<file path="config.mk">
export PLATFORM = sky130hd
export DESIGN_NAME = mdl_top
export DESIGN_NICKNAME = d
export VERILOG_FILES = /design/src/core/mdl_pkg.sv /design/src/core/mdl_err_cnt.sv /design/src/core/mdl_sat.sv /design/src/core/mdl_top.sv
export SDC_FILE = /design/constraint.sdc
export NUM_CORES = 2
export LEC_CHECK = 0
export ABC_AREA = 0
export BUFFER_PORTS_ARGS = -buffer_cell sky130_fd_sc_hd__buf_2
export CORE_UTILIZATION = 50
export CTS_CLUSTER_SIZE = 10
export DETAILED_ROUTE_END_ITERATION = 16
export GPL_TIMING_DRIVEN = 0
export PLACE_DENSITY = 0.67
export SLEW_MARGIN = 20
export SYNTH_ARGS = -nofsm -noshare
export SYNTH_HDL_FRONTEND = slang
export SYNTH_SLANG_ARGS = --single-unit
</file>
<file path="constraint.sdc">
create_clock -name clk -period 42.6 [get_ports clk]
set_input_delay 10.65 -clock clk [delete_from_list [all_inputs] [get_ports clk]]
set_output_delay 10.65 -clock clk [all_outputs]
set_load 0.005 [all_outputs]
</file>
<file path="src/core/mdl_pkg.sv">
// Purpose: shared constants for the motor duty limiter and error response
// Assumes: 32-bit APB register words, byte addresses
// Notes: duty is signed -600..600, error variable signed -4095..4095
package mdl_pkg;
	localparam int DUTY_W = 11;
	localparam logic signed [10:0] DUTY_MAX = 11'sd600;
	localparam int ERR_W = 13;
	localparam int NUM_ERR = 13;
	localparam logic signed [12:0] CTRL_ERR_MAX = 13'sd4095;
	// Error bit positions
	localparam int EB_AWAIT = 0;
	localparam int EB_NOPWR = 1;
	localparam int EB_DRV = 2;
	localparam int EB_INVAL = 3;
	localparam int EB_INDIS = 4;
	localparam int EB_FBDIS = 5;
	localparam int EB_OVC = 6;
	localparam int EB_SER_FRAME = 7;
	localparam int EB_SER_OVR = 8;
	localparam int EB_SER_RXFULL = 9;
	localparam int EB_SER_CRC = 10;
	localparam int EB_SER_PROTO = 11;
	localparam int EB_SER_TMO = 12;
	// Response policy codes
	typedef enum logic [1:0] {
		MDL_RESP_OFF = 2'b00,
		MDL_RESP_ON = 2'b01,
		MDL_RESP_LATCH = 2'b10
	} mdl_resp_type;
	// Register offsets
	localparam logic [7:0] A_CTRL = 8'h00;
	localparam logic [7:0] A_MAXDUTY = 8'h04;
	localparam logic [7:0] A_MAXACC = 8'h08;
	localparam logic [7:0] A_BRAKE = 8'h0c;
	localparam logic [7:0] A_MAXCUR = 8'h10;
	localparam logic [7:0] A_CAL = 8'h14;
	localparam logic [7:0] A_OORDUTY = 8'h18;
	localparam logic [7:0] A_RESP = 8'h1c;
	localparam logic [7:0] A_ERRNOW = 8'h20;
	localparam logic [7:0] A_ERROCC = 8'h24;
	localparam logic [7:0] A_DUTY = 8'h28;
	localparam logic [7:0] A_CURRENT = 8'h2c;
	localparam logic [7:0] A_PERIOD = 8'h30;
	localparam logic [7:0] A_IRQST = 8'h34;
	localparam logic [7:0] A_IRQMSK = 8'h38;
	localparam logic [7:0] A_CNTSEL = 8'h3c;
	// CTRL bits
	localparam int C_ASYM = 0;
	localparam int C_COAST = 1;
	localparam int C_RESTART = 2;
	localparam int C_MOTOR_OFF = 3;
	localparam int C_DRV_COAST = 4;
	// Reset values
	localparam logic [31:0] R_MAXDUTY = 32'h0258_0258;
	localparam logic [31:0] R_MAXACC = 32'h0258_0258;
	localparam logic [31:0] R_CAL = 32'h0000_2525;
	localparam logic [31:0] R_OORDUTY = 32'h0000_0258;
	localparam logic [25:0] R_RESP = 26'h155_5555;
	localparam logic [15:0] R_PERIOD = 16'h2710;
	// Brake duration counts in ms
	localparam int MS_NS = 1000000;
	localparam int CLK_NS = 10;
	localparam int MS_CYC = MS_NS / CLK_NS;
endpackage

</file>
<file path="src/core/mdl_err_cnt.sv">
// Purpose: one occurrence counter for an error flag
// Assumes: flag is synchronous to clk
// Notes: counts rising edges, saturates, clears on request
`timescale 1ns/10ps
`default_nettype none
module mdl_err_cnt #(
	parameter int W = 16
) (
	input wire logic clk,
	input wire logic rst,
	input wire logic flag,
	input wire logic clear,
	output logic [W-1:0] count
);
	logic flag_d;

	// Edge memory
	always_ff @(posedge clk or posedge rst)
	begin
		if (rst)
			flag_d <= 1'b0;
		else
			flag_d <= flag;
	end

	// Saturating count; a new occurrence beats the clear unless the count is saturated, then the clear wins
	always_ff @(posedge clk or posedge rst)
	begin
		if (rst)
			count <= '0;
		else if (flag && !flag_d && count != '1)
			count <= clear ? W'(1) : count + W'(1);
		else if (clear)
			count <= '0;
	end
endmodule
`default_nettype wire

</file>
<file path="src/core/mdl_sat.sv">
// Purpose: signed magnitude clamp used by two limit stages
// Assumes: lim is non-negative
// Notes: purely combinational
`timescale 1ns/10ps
`default_nettype none
module mdl_sat (
	input wire logic signed [12:0] din,
	input wire logic signed [12:0] lim,
	output logic signed [12:0] dout
);
	// Clamp both signs to the same magnitude
	always_comb
	begin
		if (din > lim)
			dout = lim;
		else if (din < -lim)
			dout = -lim;
		else
			dout = din;
	end
endmodule
`default_nettype wire

</file>
<file path="src/core/mdl_top.sv">
// Purpose: duty limiter, off-state and error response for one DC motor
// Assumes: APB slave, 100 MHz clk, error and feedback inputs off-chip
// Notes: drive outputs are per-pin levels with enables for coast
// Behaviour
// - Duty is signed, -600 to +600
// - Asymmetric option gives separate per-direction limits
// - Clamp magnitude to direction's maximum duty
// - Limit per-period change to maximum acceleration
// - Reduce duty while current exceeds configured maximum
// - Current reported as 8-bit raw, times calibration
// - Hold zero for brake duration before reversing; dwell only when one step crosses zero, none after landing on zero
// - Forward dwell for fwd-to-rev, reverse otherwise
// - Reduced cap while feedback out of range
// - Motor off brakes or coasts as configured
// - Variant picks brake or coast at zero duty
// - Thirteen one-hot error flags, fixed bit order
// - Each error has three response settings
// - Disabled errors still recorded and counted
// - Enabled errors stop motor while present
// - Latched errors stop motor, set awaiting flag
// - Latched stop held until target or restart
// - Control error variable signed -4095 to 4095
//
// The implementer's own choices: register access over APB and the register addresses.
`timescale 1ns/10ps
`default_nettype none
module mdl_top
	import mdl_pkg::*;
#(
	parameter int PWM_W = 10,
	parameter int CNT_W = 16
) (
	input wire logic clk,
	input wire logic rst,
	input wire logic psel,
	input wire logic penable,
	input wire logic pwrite,
	input wire logic [7:0] paddr,
	input wire logic [31:0] pwdata,
	output logic [31:0] prdata,
	output logic pready,
	output logic pslverr,
	input wire logic signed [10:0] duty_target,
	input wire logic signed [12:0] ctrl_error,
	input wire logic [7:0] current_raw,
	input wire logic feedback_out_of_range,
	input wire logic [12:1] error_cond,
	input wire logic set_target_cmd,
	output logic signed [12:0] ctrl_error_q,
	output logic signed [10:0] duty,
	output logic motor_a,
	output logic motor_a_oe,
	output logic motor_b,
	output logic motor_b_oe,
	output logic motor_running,
	output logic irq
);
	import mdl_pkg::*;

	logic [31:0] ctrl, max_duty, max_acc, brake_ms, max_cur, cal;
	logic [31:0] oor_duty;
	logic [25:0] resp;
	logic [15:0] period;
	logic [3:0] cnt_sel;
	logic [NUM_ERR-1:0] err_now, err_occ, err_clr_occ, stop_now;
	logic [NUM_ERR-1:0] irq_st, irq_msk;
	logic [CNT_W-1:0] occ_cnt [NUM_ERR];
	logic [15:0] per_cnt;
	logic tick, await_latch, occ_clr_cnt;
	logic [7:0] cur_s1, cur_s2;
	logic oor_s1, oor_s2;
	logic [12:1] econd_s1, econd_s2;
	logic [PWM_W-1:0] pwm_cnt;
	logic [31:0] ms_cnt;
	logic [15:0] brake_left;
	logic wr;
	logic motor_off;

	assign wr = psel && penable && pwrite;
	assign pready = 1'b1;
	// Addresses above A_CNTSEL flagged, not silently ignored
	always_comb
	begin
		pslverr = 1'b0;
		if (psel && penable && paddr > A_CNTSEL)
			pslverr = 1'b1;
	end

	// Off-chip inputs through two flops
	always_ff @(posedge clk or posedge rst)
	begin
		if (rst)
		begin
			cur_s1 <= 8'h00;
			cur_s2 <= 8'h00;
			oor_s1 <= 1'b0;
			oor_s2 <= 1'b0;
			econd_s1 <= 12'h000;
			econd_s2 <= 12'h000;
		end
		else
		begin
			cur_s1 <= current_raw;
			cur_s2 <= cur_s1;
			oor_s1 <= feedback_out_of_range;
			oor_s2 <= oor_s1;
			econd_s1 <= error_cond;
			econd_s2 <= econd_s1;
		end
	end

	// Register writes
	always_ff @(posedge clk or posedge rst)
	begin
		if (rst)
		begin
			ctrl <= 32'h0000_0000;
			max_duty <= R_MAXDUTY;
			max_acc <= R_MAXACC;
			brake_ms <= 32'h0000_0000;
			max_cur <= 32'h0000_0000;
			cal <= R_CAL;
			oor_duty <= R_OORDUTY;
			resp <= R_RESP;
			period <= R_PERIOD;
			irq_msk <= '0;
			cnt_sel <= 4'h0;
		end
		else
		begin
			ctrl[C_RESTART] <= 1'b0; // Self-clearing restart strobe
			if (wr)
			begin
				case (paddr)
					A_CTRL: ctrl <= pwdata;
					A_MAXDUTY: max_duty <= pwdata;
					A_MAXACC: max_acc <= pwdata;
					A_BRAKE: brake_ms <= pwdata;
					A_MAXCUR: max_cur <= pwdata;
					A_CAL: cal <= pwdata;
					A_OORDUTY: oor_duty <= pwdata;
					A_RESP: resp <= pwdata[25:0];
					A_PERIOD: period <= pwdata[15:0];
					A_IRQMSK: irq_msk <= pwdata[NUM_ERR-1:0];
					A_CNTSEL: cnt_sel <= pwdata[3:0];
					default: ;
				endcase
			end
		end
	end

	// Per-direction setting: low half forward, high half reverse
	function automatic logic signed [12:0] pick(input logic [31:0] r,
		input logic rev, input logic asym);
		logic [15:0] h;
		h = (rev && asym) ? r[31:16] : r[15:0];
		pick = $signed({1'b0, h[11:0]});
	endfunction

	// Control period divider
	always_ff @(posedge clk or posedge rst)
	begin
		if (rst)
			per_cnt <= 16'h0000;
		else if (per_cnt >= period)
			per_cnt <= 16'h0000;
		else
			per_cnt <= per_cnt + 16'h0001;
	end
	assign tick = (per_cnt == period);

	// Millisecond divider for the brake dwell
	always_ff @(posedge clk or posedge rst)
	begin
		if (rst)
			ms_cnt <= 32'h0;
		else if (ms_cnt == 32'(MS_CYC - 1))
			ms_cnt <= 32'h0;
		else
			ms_cnt <= ms_cnt + 32'h1;
	end

	// Error flags: bit 0 is the latched awaiting-command state
	logic [NUM_ERR-1:0] latch_hit;
	always_comb
	begin
		err_now = {econd_s2, await_latch};
		stop_now = '0;
		latch_hit = '0;
		for (int i = 0; i < NUM_ERR; i++)
		begin
			if (err_now[i] && resp[2*i +: 2] == MDL_RESP_ON)
				stop_now[i] = 1'b1;
			if (err_now[i] && resp[2*i +: 2] == MDL_RESP_LATCH)
			begin
				stop_now[i] = 1'b1;
				latch_hit[i] = 1'b1;
			end
		end
	end

	// Latched stop waits for a target command or restart
	always_ff @(posedge clk or posedge rst)
	begin
		if (rst)
			await_latch <= 1'b1;
		else if (|latch_hit[NUM_ERR-1:1])
			await_latch <= 1'b1;
		else if (set_target_cmd || ctrl[C_RESTART])
			await_latch <= 1'b0;
	end

	// Occurred flags; set beats clear
	always_ff @(posedge clk or posedge rst)
	begin
		if (rst)
			err_occ <= '0;
		else
			err_occ <= (err_occ & ~err_clr_occ) | err_now;
	end
	assign err_clr_occ = (wr && paddr == A_ERROCC) ?
		pwdata[NUM_ERR-1:0] : '0;
	assign occ_clr_cnt = wr && paddr == A_CNTSEL && pwdata[31];

	// Occurrence counters, one per flag
	genvar g;
	generate
		for (g = 0; g < NUM_ERR; g++)
		begin : g_cnt
			mdl_err_cnt #(.W(CNT_W)) u_cnt (
				.clk(clk),
				.rst(rst),
				.flag(err_now[g]),
				.clear(occ_clr_cnt),
				.count(occ_cnt[g])
			);
		end
	endgenerate

	// Sticky interrupt status, write one to clear, set wins
	always_ff @(posedge clk or posedge rst)
	begin
		if (rst)
			irq_st <= '0;
		else if (wr && paddr == A_IRQST)
			irq_st <= (irq_st & ~pwdata[NUM_ERR-1:0]) | (err_now & ~err_occ);
		else
			irq_st <= irq_st | (err_now & ~err_occ);
	end
	assign irq = |(irq_st & irq_msk);

	assign motor_off = (|stop_now) || ctrl[C_MOTOR_OFF];

	// Limit chain, evaluated combinationally from the held duty
	logic rev_t, rev_d, asym;
	logic signed [12:0] d_prev, d_tgt, acc_lim, step, d_acc;
	logic signed [12:0] cap, d_cap, d_cur, d_fin;
	logic [15:0] cur_ma;
	assign asym = ctrl[C_ASYM];
	assign d_prev = 13'(duty);
	assign d_tgt = 13'(duty_target);
	assign rev_t = d_tgt < 0;
	assign acc_lim = pick(max_acc, rev_t, asym);
	assign step = d_tgt - d_prev;
	mdl_sat u_acc (.din(step), .lim(acc_lim), .dout(d_acc));
	assign rev_d = (d_prev + d_acc) < 0;
	assign cap = oor_s2 ? pick(oor_duty, rev_d, 1'b0)
		: pick(max_duty, rev_d, asym);
	mdl_sat u_cap (.din(d_prev + d_acc), .lim(cap), .dout(d_cap));
	assign cur_ma = 16'(cur_s2 * (rev_d && asym ? cal[15:8] : cal[7:0]));

	// Over-limit current backs off one step from the held duty, so
	// a far target cannot keep pushing it up through acceleration
	always_comb
	begin
		d_cur = d_cap;
		if (pick(max_cur, rev_d, asym) != 0 &&
			cur_ma > 16'(pick(max_cur, rev_d, asym)))
		begin
			if (d_prev > 0)
				d_cur = (d_cap < d_prev) ? d_cap : d_prev - 13'sd1;
			else if (d_prev < 0)
				d_cur = (d_cap > d_prev) ? d_cap : d_prev + 13'sd1;
			else
				d_cur = 13'sd0;
		end
	end

	// Brake dwell: a sign change first parks at zero
	always_comb
	begin
		d_fin = d_cur;
		if ((d_prev > 0 && d_cur < 0) || (d_prev < 0 && d_cur > 0) ||
			(brake_left != 16'h0 && d_cur != 0 && d_prev == 0))
			d_fin = 13'sd0;
		if (d_fin > 13'(DUTY_MAX))
			d_fin = 13'(DUTY_MAX);
		else if (d_fin < -13'(DUTY_MAX))
			d_fin = -13'(DUTY_MAX);
	end

	// Dwell countdown in milliseconds
	always_ff @(posedge clk or posedge rst)
	begin
		if (rst)
			brake_left <= 16'h0;
		else if (tick && d_prev > 0 && d_cur < 0)
			brake_left <= brake_ms[15:0];
		else if (tick && d_prev < 0 && d_cur > 0)
			brake_left <= (asym ? brake_ms[31:16] : brake_ms[15:0]);
		else if (ms_cnt == 32'h0 && brake_left != 16'h0)
			brake_left <= brake_left - 16'h1;
	end

	// Duty register, updated once per period; motor off zeroes it in any cycle
	always_ff @(posedge clk or posedge rst)
	begin
		if (rst)
			duty <= 11'sd0;
		else if (motor_off)
			duty <= 11'sd0;
		else if (tick)
			duty <= 11'(d_fin);
	end

	// Error variable sampled for reporting
	always_ff @(posedge clk or posedge rst)
	begin
		if (rst)
			ctrl_error_q <= 13'sd0;
		else if (tick)
			ctrl_error_q <= (ctrl_error > CTRL_ERR_MAX) ? CTRL_ERR_MAX :
				(ctrl_error < -CTRL_ERR_MAX) ? -CTRL_ERR_MAX
				: ctrl_error;
	end

	// PWM carrier, 600 steps per cycle
	always_ff @(posedge clk or posedge rst)
	begin
		if (rst)
			pwm_cnt <= '0;
		else if (pwm_cnt == PWM_W'(DUTY_MAX - 11'sd1))
			pwm_cnt <= '0;
		else
			pwm_cnt <= pwm_cnt + PWM_W'(1);
	end

	// Bridge pins; low-side level is ground, no oe means floating
	logic on_ph;
	logic [9:0] mag;
	assign mag = duty < 0 ? 10'(-duty) : 10'(duty);
	always_ff @(posedge clk or posedge rst)
	begin
		if (rst)
		begin
			motor_a <= 1'b0;
			motor_b <= 1'b0;
			motor_a_oe <= 1'b0;
			motor_b_oe <= 1'b0;
			motor_running <= 1'b0;
		end
		else
		begin
			motor_running <= !motor_off;
			if (motor_off)
			begin
				motor_a <= 1'b0;
				motor_b <= 1'b0;
				motor_a_oe <= !ctrl[C_COAST];
				motor_b_oe <= !ctrl[C_COAST];
			end
			else if (on_ph)
			begin
				motor_a <= duty > 0;
				motor_b <= duty < 0;
				motor_a_oe <= 1'b1;
				motor_b_oe <= 1'b1;
			end
			else
			begin
				motor_a <= 1'b0;
				motor_b <= 1'b0;
				motor_a_oe <= !ctrl[C_DRV_COAST];
				motor_b_oe <= !ctrl[C_DRV_COAST];
			end
		end
	end
	assign on_ph = PWM_W'(mag) > pwm_cnt;

	// Read mux, registered
	always_ff @(posedge clk or posedge rst)
	begin
		if (rst)
			prdata <= 32'h0;
		else if (psel && !penable && !pwrite)
		begin
			case (paddr)
				A_CTRL: prdata <= ctrl;
				A_MAXDUTY: prdata <= max_duty;
				A_MAXACC: prdata <= max_acc;
				A_BRAKE: prdata <= brake_ms;
				A_MAXCUR: prdata <= max_cur;
				A_CAL: prdata <= cal;
				A_OORDUTY: prdata <= oor_duty;
				A_RESP: prdata <= {6'h0, resp};
				A_ERRNOW: prdata <= {3'h0, stop_now, 3'h0, err_now};
				A_ERROCC: prdata <= {19'h0, err_occ};
				A_DUTY: prdata <= {{21{duty[10]}}, duty};
				A_CURRENT: prdata <= {cur_ma, 8'h0, cur_s2};
				A_PERIOD: prdata <= {16'h0, period};
				A_IRQST: prdata <= {19'h0, irq_st};
				A_IRQMSK: prdata <= {19'h0, irq_msk};
				A_CNTSEL: prdata <= (cnt_sel < 4'(NUM_ERR)) ?
					32'(occ_cnt[cnt_sel]) : 32'h0;
				default: prdata <= 32'h0;
			endcase
		end
	end
endmodule
`default_nettype wire

</file>
==> results.sh <==
export IMPL_status="finished, final reports clean"
export IMPL_cts_buffer_count=83
export IMPL_critical_path_slowest_stage_cell="mux2i_1"
export IMPL_drt_initial_drc_count=3636
export IMPL_post_synth_num_cell_types=96
export IMPL_wl_um=146000
export IMPL_max_slew_margin_rel=0.173
export IMPL_ys_ff_latch=707
export IMPL_cts_tree="done"
export IMPL_setup_viol=0
export IMPL_dieArea_sq_um=84600
export IMPL_cts_hold_buffers_added=0
export IMPL_grt_start_max_net_pins=104
export IMPL_timing_critical_path_arrival_ns=27.84
export IMPL_core_rowCount=105
export IMPL_vertical_extent_of_the_die_um=291
export IMPL_gpl_final_weighted_congestion=1.03
export IMPL_syn_instance_count=4154
export IMPL_synth_top_cell_area_share=0.397
export IMPL_top_signal_layer_used="met4"
export IMPL_clock_sinks=707
export IMPL_rsz0062_at_grt="false"
export IMPL_power_static_leakage_nw=20.7
export IMPL_placeable_area_sq_um=82200
export IMPL_r2r_cells=57
export IMPL_tns_ns=0
export IMPL_wl_met1_um=57700
export IMPL_final_layout_size_suffix_gt1_frac=0.154
export IMPL_post_drt_via_cell_ratio=6.31
export IMPL_synth_net_count=4463
export IMPL_synth_top_flop_cell="dfrtp_1"
export IMPL_input_output_buffers=153
export IMPL_maxCapViolations=0
export IMPL_timing_final_hold_violations=0
export IMPL_criticalPathCategory="in -> reg"
export IMPL_critical_path_required_ns=43.14
export IMPL_pwr_density_cell_nw_per_um2=58.0
export IMPL_final_net_count=4710
export IMPL_clkSlewWorstSetupHoldPaths_ns=0.06
export IMPL_ys_seq_area_frac=0.426
export IMPL_clock_tree_htree_level_count=3
export IMPL_netlist_area_sq_um=41700
export IMPL_setup_reg_to_reg_worst_slack_ns=24.81
export IMPL_hold_path_class="reg -> reg"
export IMPL_yosysWarnings=0
export IMPL_area_growth_pct=11.7
export IMPL_detail_route_antenna_nets=0
export IMPL_number_of_antenna_violations_at_the_first_check_in_global_routing=6
export IMPL_dp_hpwl_um=111000
export IMPL_grt_overflow_total=0
export IMPL_cp_endpoint="brake_left[7]$_DFFE_PP0P_"
export IMPL_chipWidth_um=291
export IMPL_cts_max_path_buffers=3
export IMPL_final_max_slew_violation_count=0
export IMPL_fmax_ghz=0.0366
export IMPL_critPathCaptureType="register"
export IMPL_layout_common_cells="662 x dfrtp_1, 410 x nor2_1, 406 x nand2_1"
export IMPL_crit_path_start="duty_target[10]"
export IMPL_post_dr_wirelength_cell_um=26.4
export IMPL_cp_max_fo=10
export IMPL_asyncSetResetFlopFracSynth=1.00
export IMPL_max_stage_delay_ns=0.99
export IMPL_critical_path_top_cell_by_count="o21a_1"
export IMPL_boundaryPins=155
export IMPL_met2_wirelength_um=65200
export IMPL_r2r_path_start="ctrl[0]$_DFFE_PP0P_"
export IMPL_post_cts_resized=0
export IMPL_finalWorstPathRequiredPeriod_ns=27.30
export IMPL_timing_final_crit_share=0.641
export IMPL_vias=34900
export IMPL_routed_wl_met3_um=13700
export IMPL_final_common_cell="dfrtp_1"
export IMPL_vdd_drop_max_v=0.0000462
export IMPL_postSynthAreaPerCell_sq_um=10.0
export IMPL_reg2reg_to="brake_left[7]$_DFFE_PP0P_"
export IMPL_post_synth_main_area_contributors="dfrtp_1 40%, mux2_2 7.6%, ha_1 5.4%"
export IMPL_netlist_top_cell_by_area="dfrtp_1"
export IMPL_totalPowerFinal_w=0.00270
export IMPL_layout_core_utilization=0.566
export IMPL_via_count_of_the_first_global_routing_pass=34000
export IMPL_grt_usage=0.344
export IMPL_start_util=0.507
export IMPL_postCtsSetupBuffers=0
export IMPL_first_pass_grt_wire_length_um=218000
export IMPL_worst_slew_pin_transition_ns=1.24
export IMPL_finClkSkew_ns=0.0295
export IMPL_number_of_drc_violations_after_detailed_routing=0
export IMPL_synth_edff_count=0
export IMPL_clock_latency_ns=0.67
export IMPL_drtPass1Iterations=9
export IMPL_ctsRootBufferMaster="clkbuf_16"
export IMPL_cp_start_kind="primary input"
metal layers:
layer / global-route usage / up-vias
met4: 0.195 / 0
met3: 0.0788 / 436
met5: 0 / -
li1: - / 15400
met1: 0.447 / 17300
met2: 0.529 / 1806
kinds of logic after synthesis:
group	after synthesis	share of synthesized area
xor gates and xnor gates	294	0.0617
AOI/OAI and AO/OA	700	0.117
other	1	0.0000899
buffers and inverters	371	0.0344
and+or+nand+nor	1452	0.167
DFF	707	0.426
adders and majority gates	218	0.0723
muxes	411	0.122
sequential cells by signal, summed over array words and instances (netlist names), 32 cells and up:
| name | cells |
|---|---|
| ctrl | 32 |
| brake_ms | 32 |
| oor_duty | 32 |
| prdata | 32 |
| g_cnt.u_cnt.count | 208 |
| max_cur | 32 |
| cal | 32 |
| max_duty | 32 |
| max_acc | 32 |
| ms_cnt | 32 |
synthesized netlist by cell type (all sizes together) (73+ instances only):
| master | count |
|---|---|
| o21ai | 117 |
| a22oi | 108 |
| nor2 | 410 |
| dfrtp | 662 |
| nand2 | 406 |
| mux2i | 80 |
| nor3 | 73 |
| xor2 | 158 |
| inv | 191 |
| nand4 | 73 |
| ha | 180 |
| nand3 | 140 |
| clkbuf | 132 |
| a21oi | 150 |
| and3 | 75 |
| mux2 | 283 |
| xnor2 | 136 |
report_power, final:
part           internal (W)  switching [W]  total, W
combinational      0.000436       0.000652   0.00109
sequential         0.000788       0.000146  0.000934
clock              0.000383       0.000295  0.000679
metrics by stage:
step	setup slack, ns	area [sq um]	cells	hold slack (ns)
global route	14.58	46600	5530	0.351
CTS	15.51	46500	5528	0.341
global placement	4.16	43800	5377	0.334
finish	15.30	46600	5534	0.345
floorplan	12.20	41700	4154	0.331
detailed placement	14.88	44000	5386	0.336
worst min path at each step:
| stage | start | end | slack [ns] | depth (start not counted) |
|---|---|---|---|---|
| after floorplan | cur_s1[0]$_DFF_PP0_ | cur_s2[0]$_DFF_PP0_ | 0.33 | 0 |
| after global placement | econd_s1[6]$_DFF_PP0_ | econd_s2[6]$_DFF_PP0_ | 0.33 | 0 |
| after detailed placement | econd_s1[5]$_DFF_PP0_ | econd_s2[5]$_DFF_PP0_ | 0.34 | 0 |
| after CTS | cur_s1[6]$_DFF_PP0_ | cur_s2[6]$_DFF_PP0_ | 0.34 | 0 |
| after global routing | cur_s1[6]$_DFF_PP0_ | cur_s2[6]$_DFF_PP0_ | 0.35 | 0 |
| final | econd_s1[5]$_DFF_PP0_ | econd_s2[5]$_DFF_PP0_ | 0.35 | 0 |
worst max-delay path, delay by kind of cell:
| family | cells | cell delay [ns] |
|---|---|---|
| fa+ha+maj | 9 | 3.71 |
| mux | 3 | 1.96 |
| compound gates | 21 | 4.88 |
| simple gates | 11 | 2.98 |
| xor+xnor | 1 | 0.18 |
| buf+inv | 12 | 3.43 |
final cells by class:
| cell class | count | area (sq um) |
|---|---|---|
| Fill cell | 7223 | 35700 |
| Multi-Input combinational cell | 3076 | 22500 |
| Sequential cell | 707 | 17700 |
| Clock buffer | 136 | 2390 |
| Tap cell | 1070 | 1340 |
| Timing Repair Buffer | 162 | 971 |
| Inverter | 191 | 724 |
| Buffer | 180 | 717 |
| Clock inverter | 6 | 121 |
| Antenna cell | 6 | 15.0 |
Power figures use the tool's default switching activity.
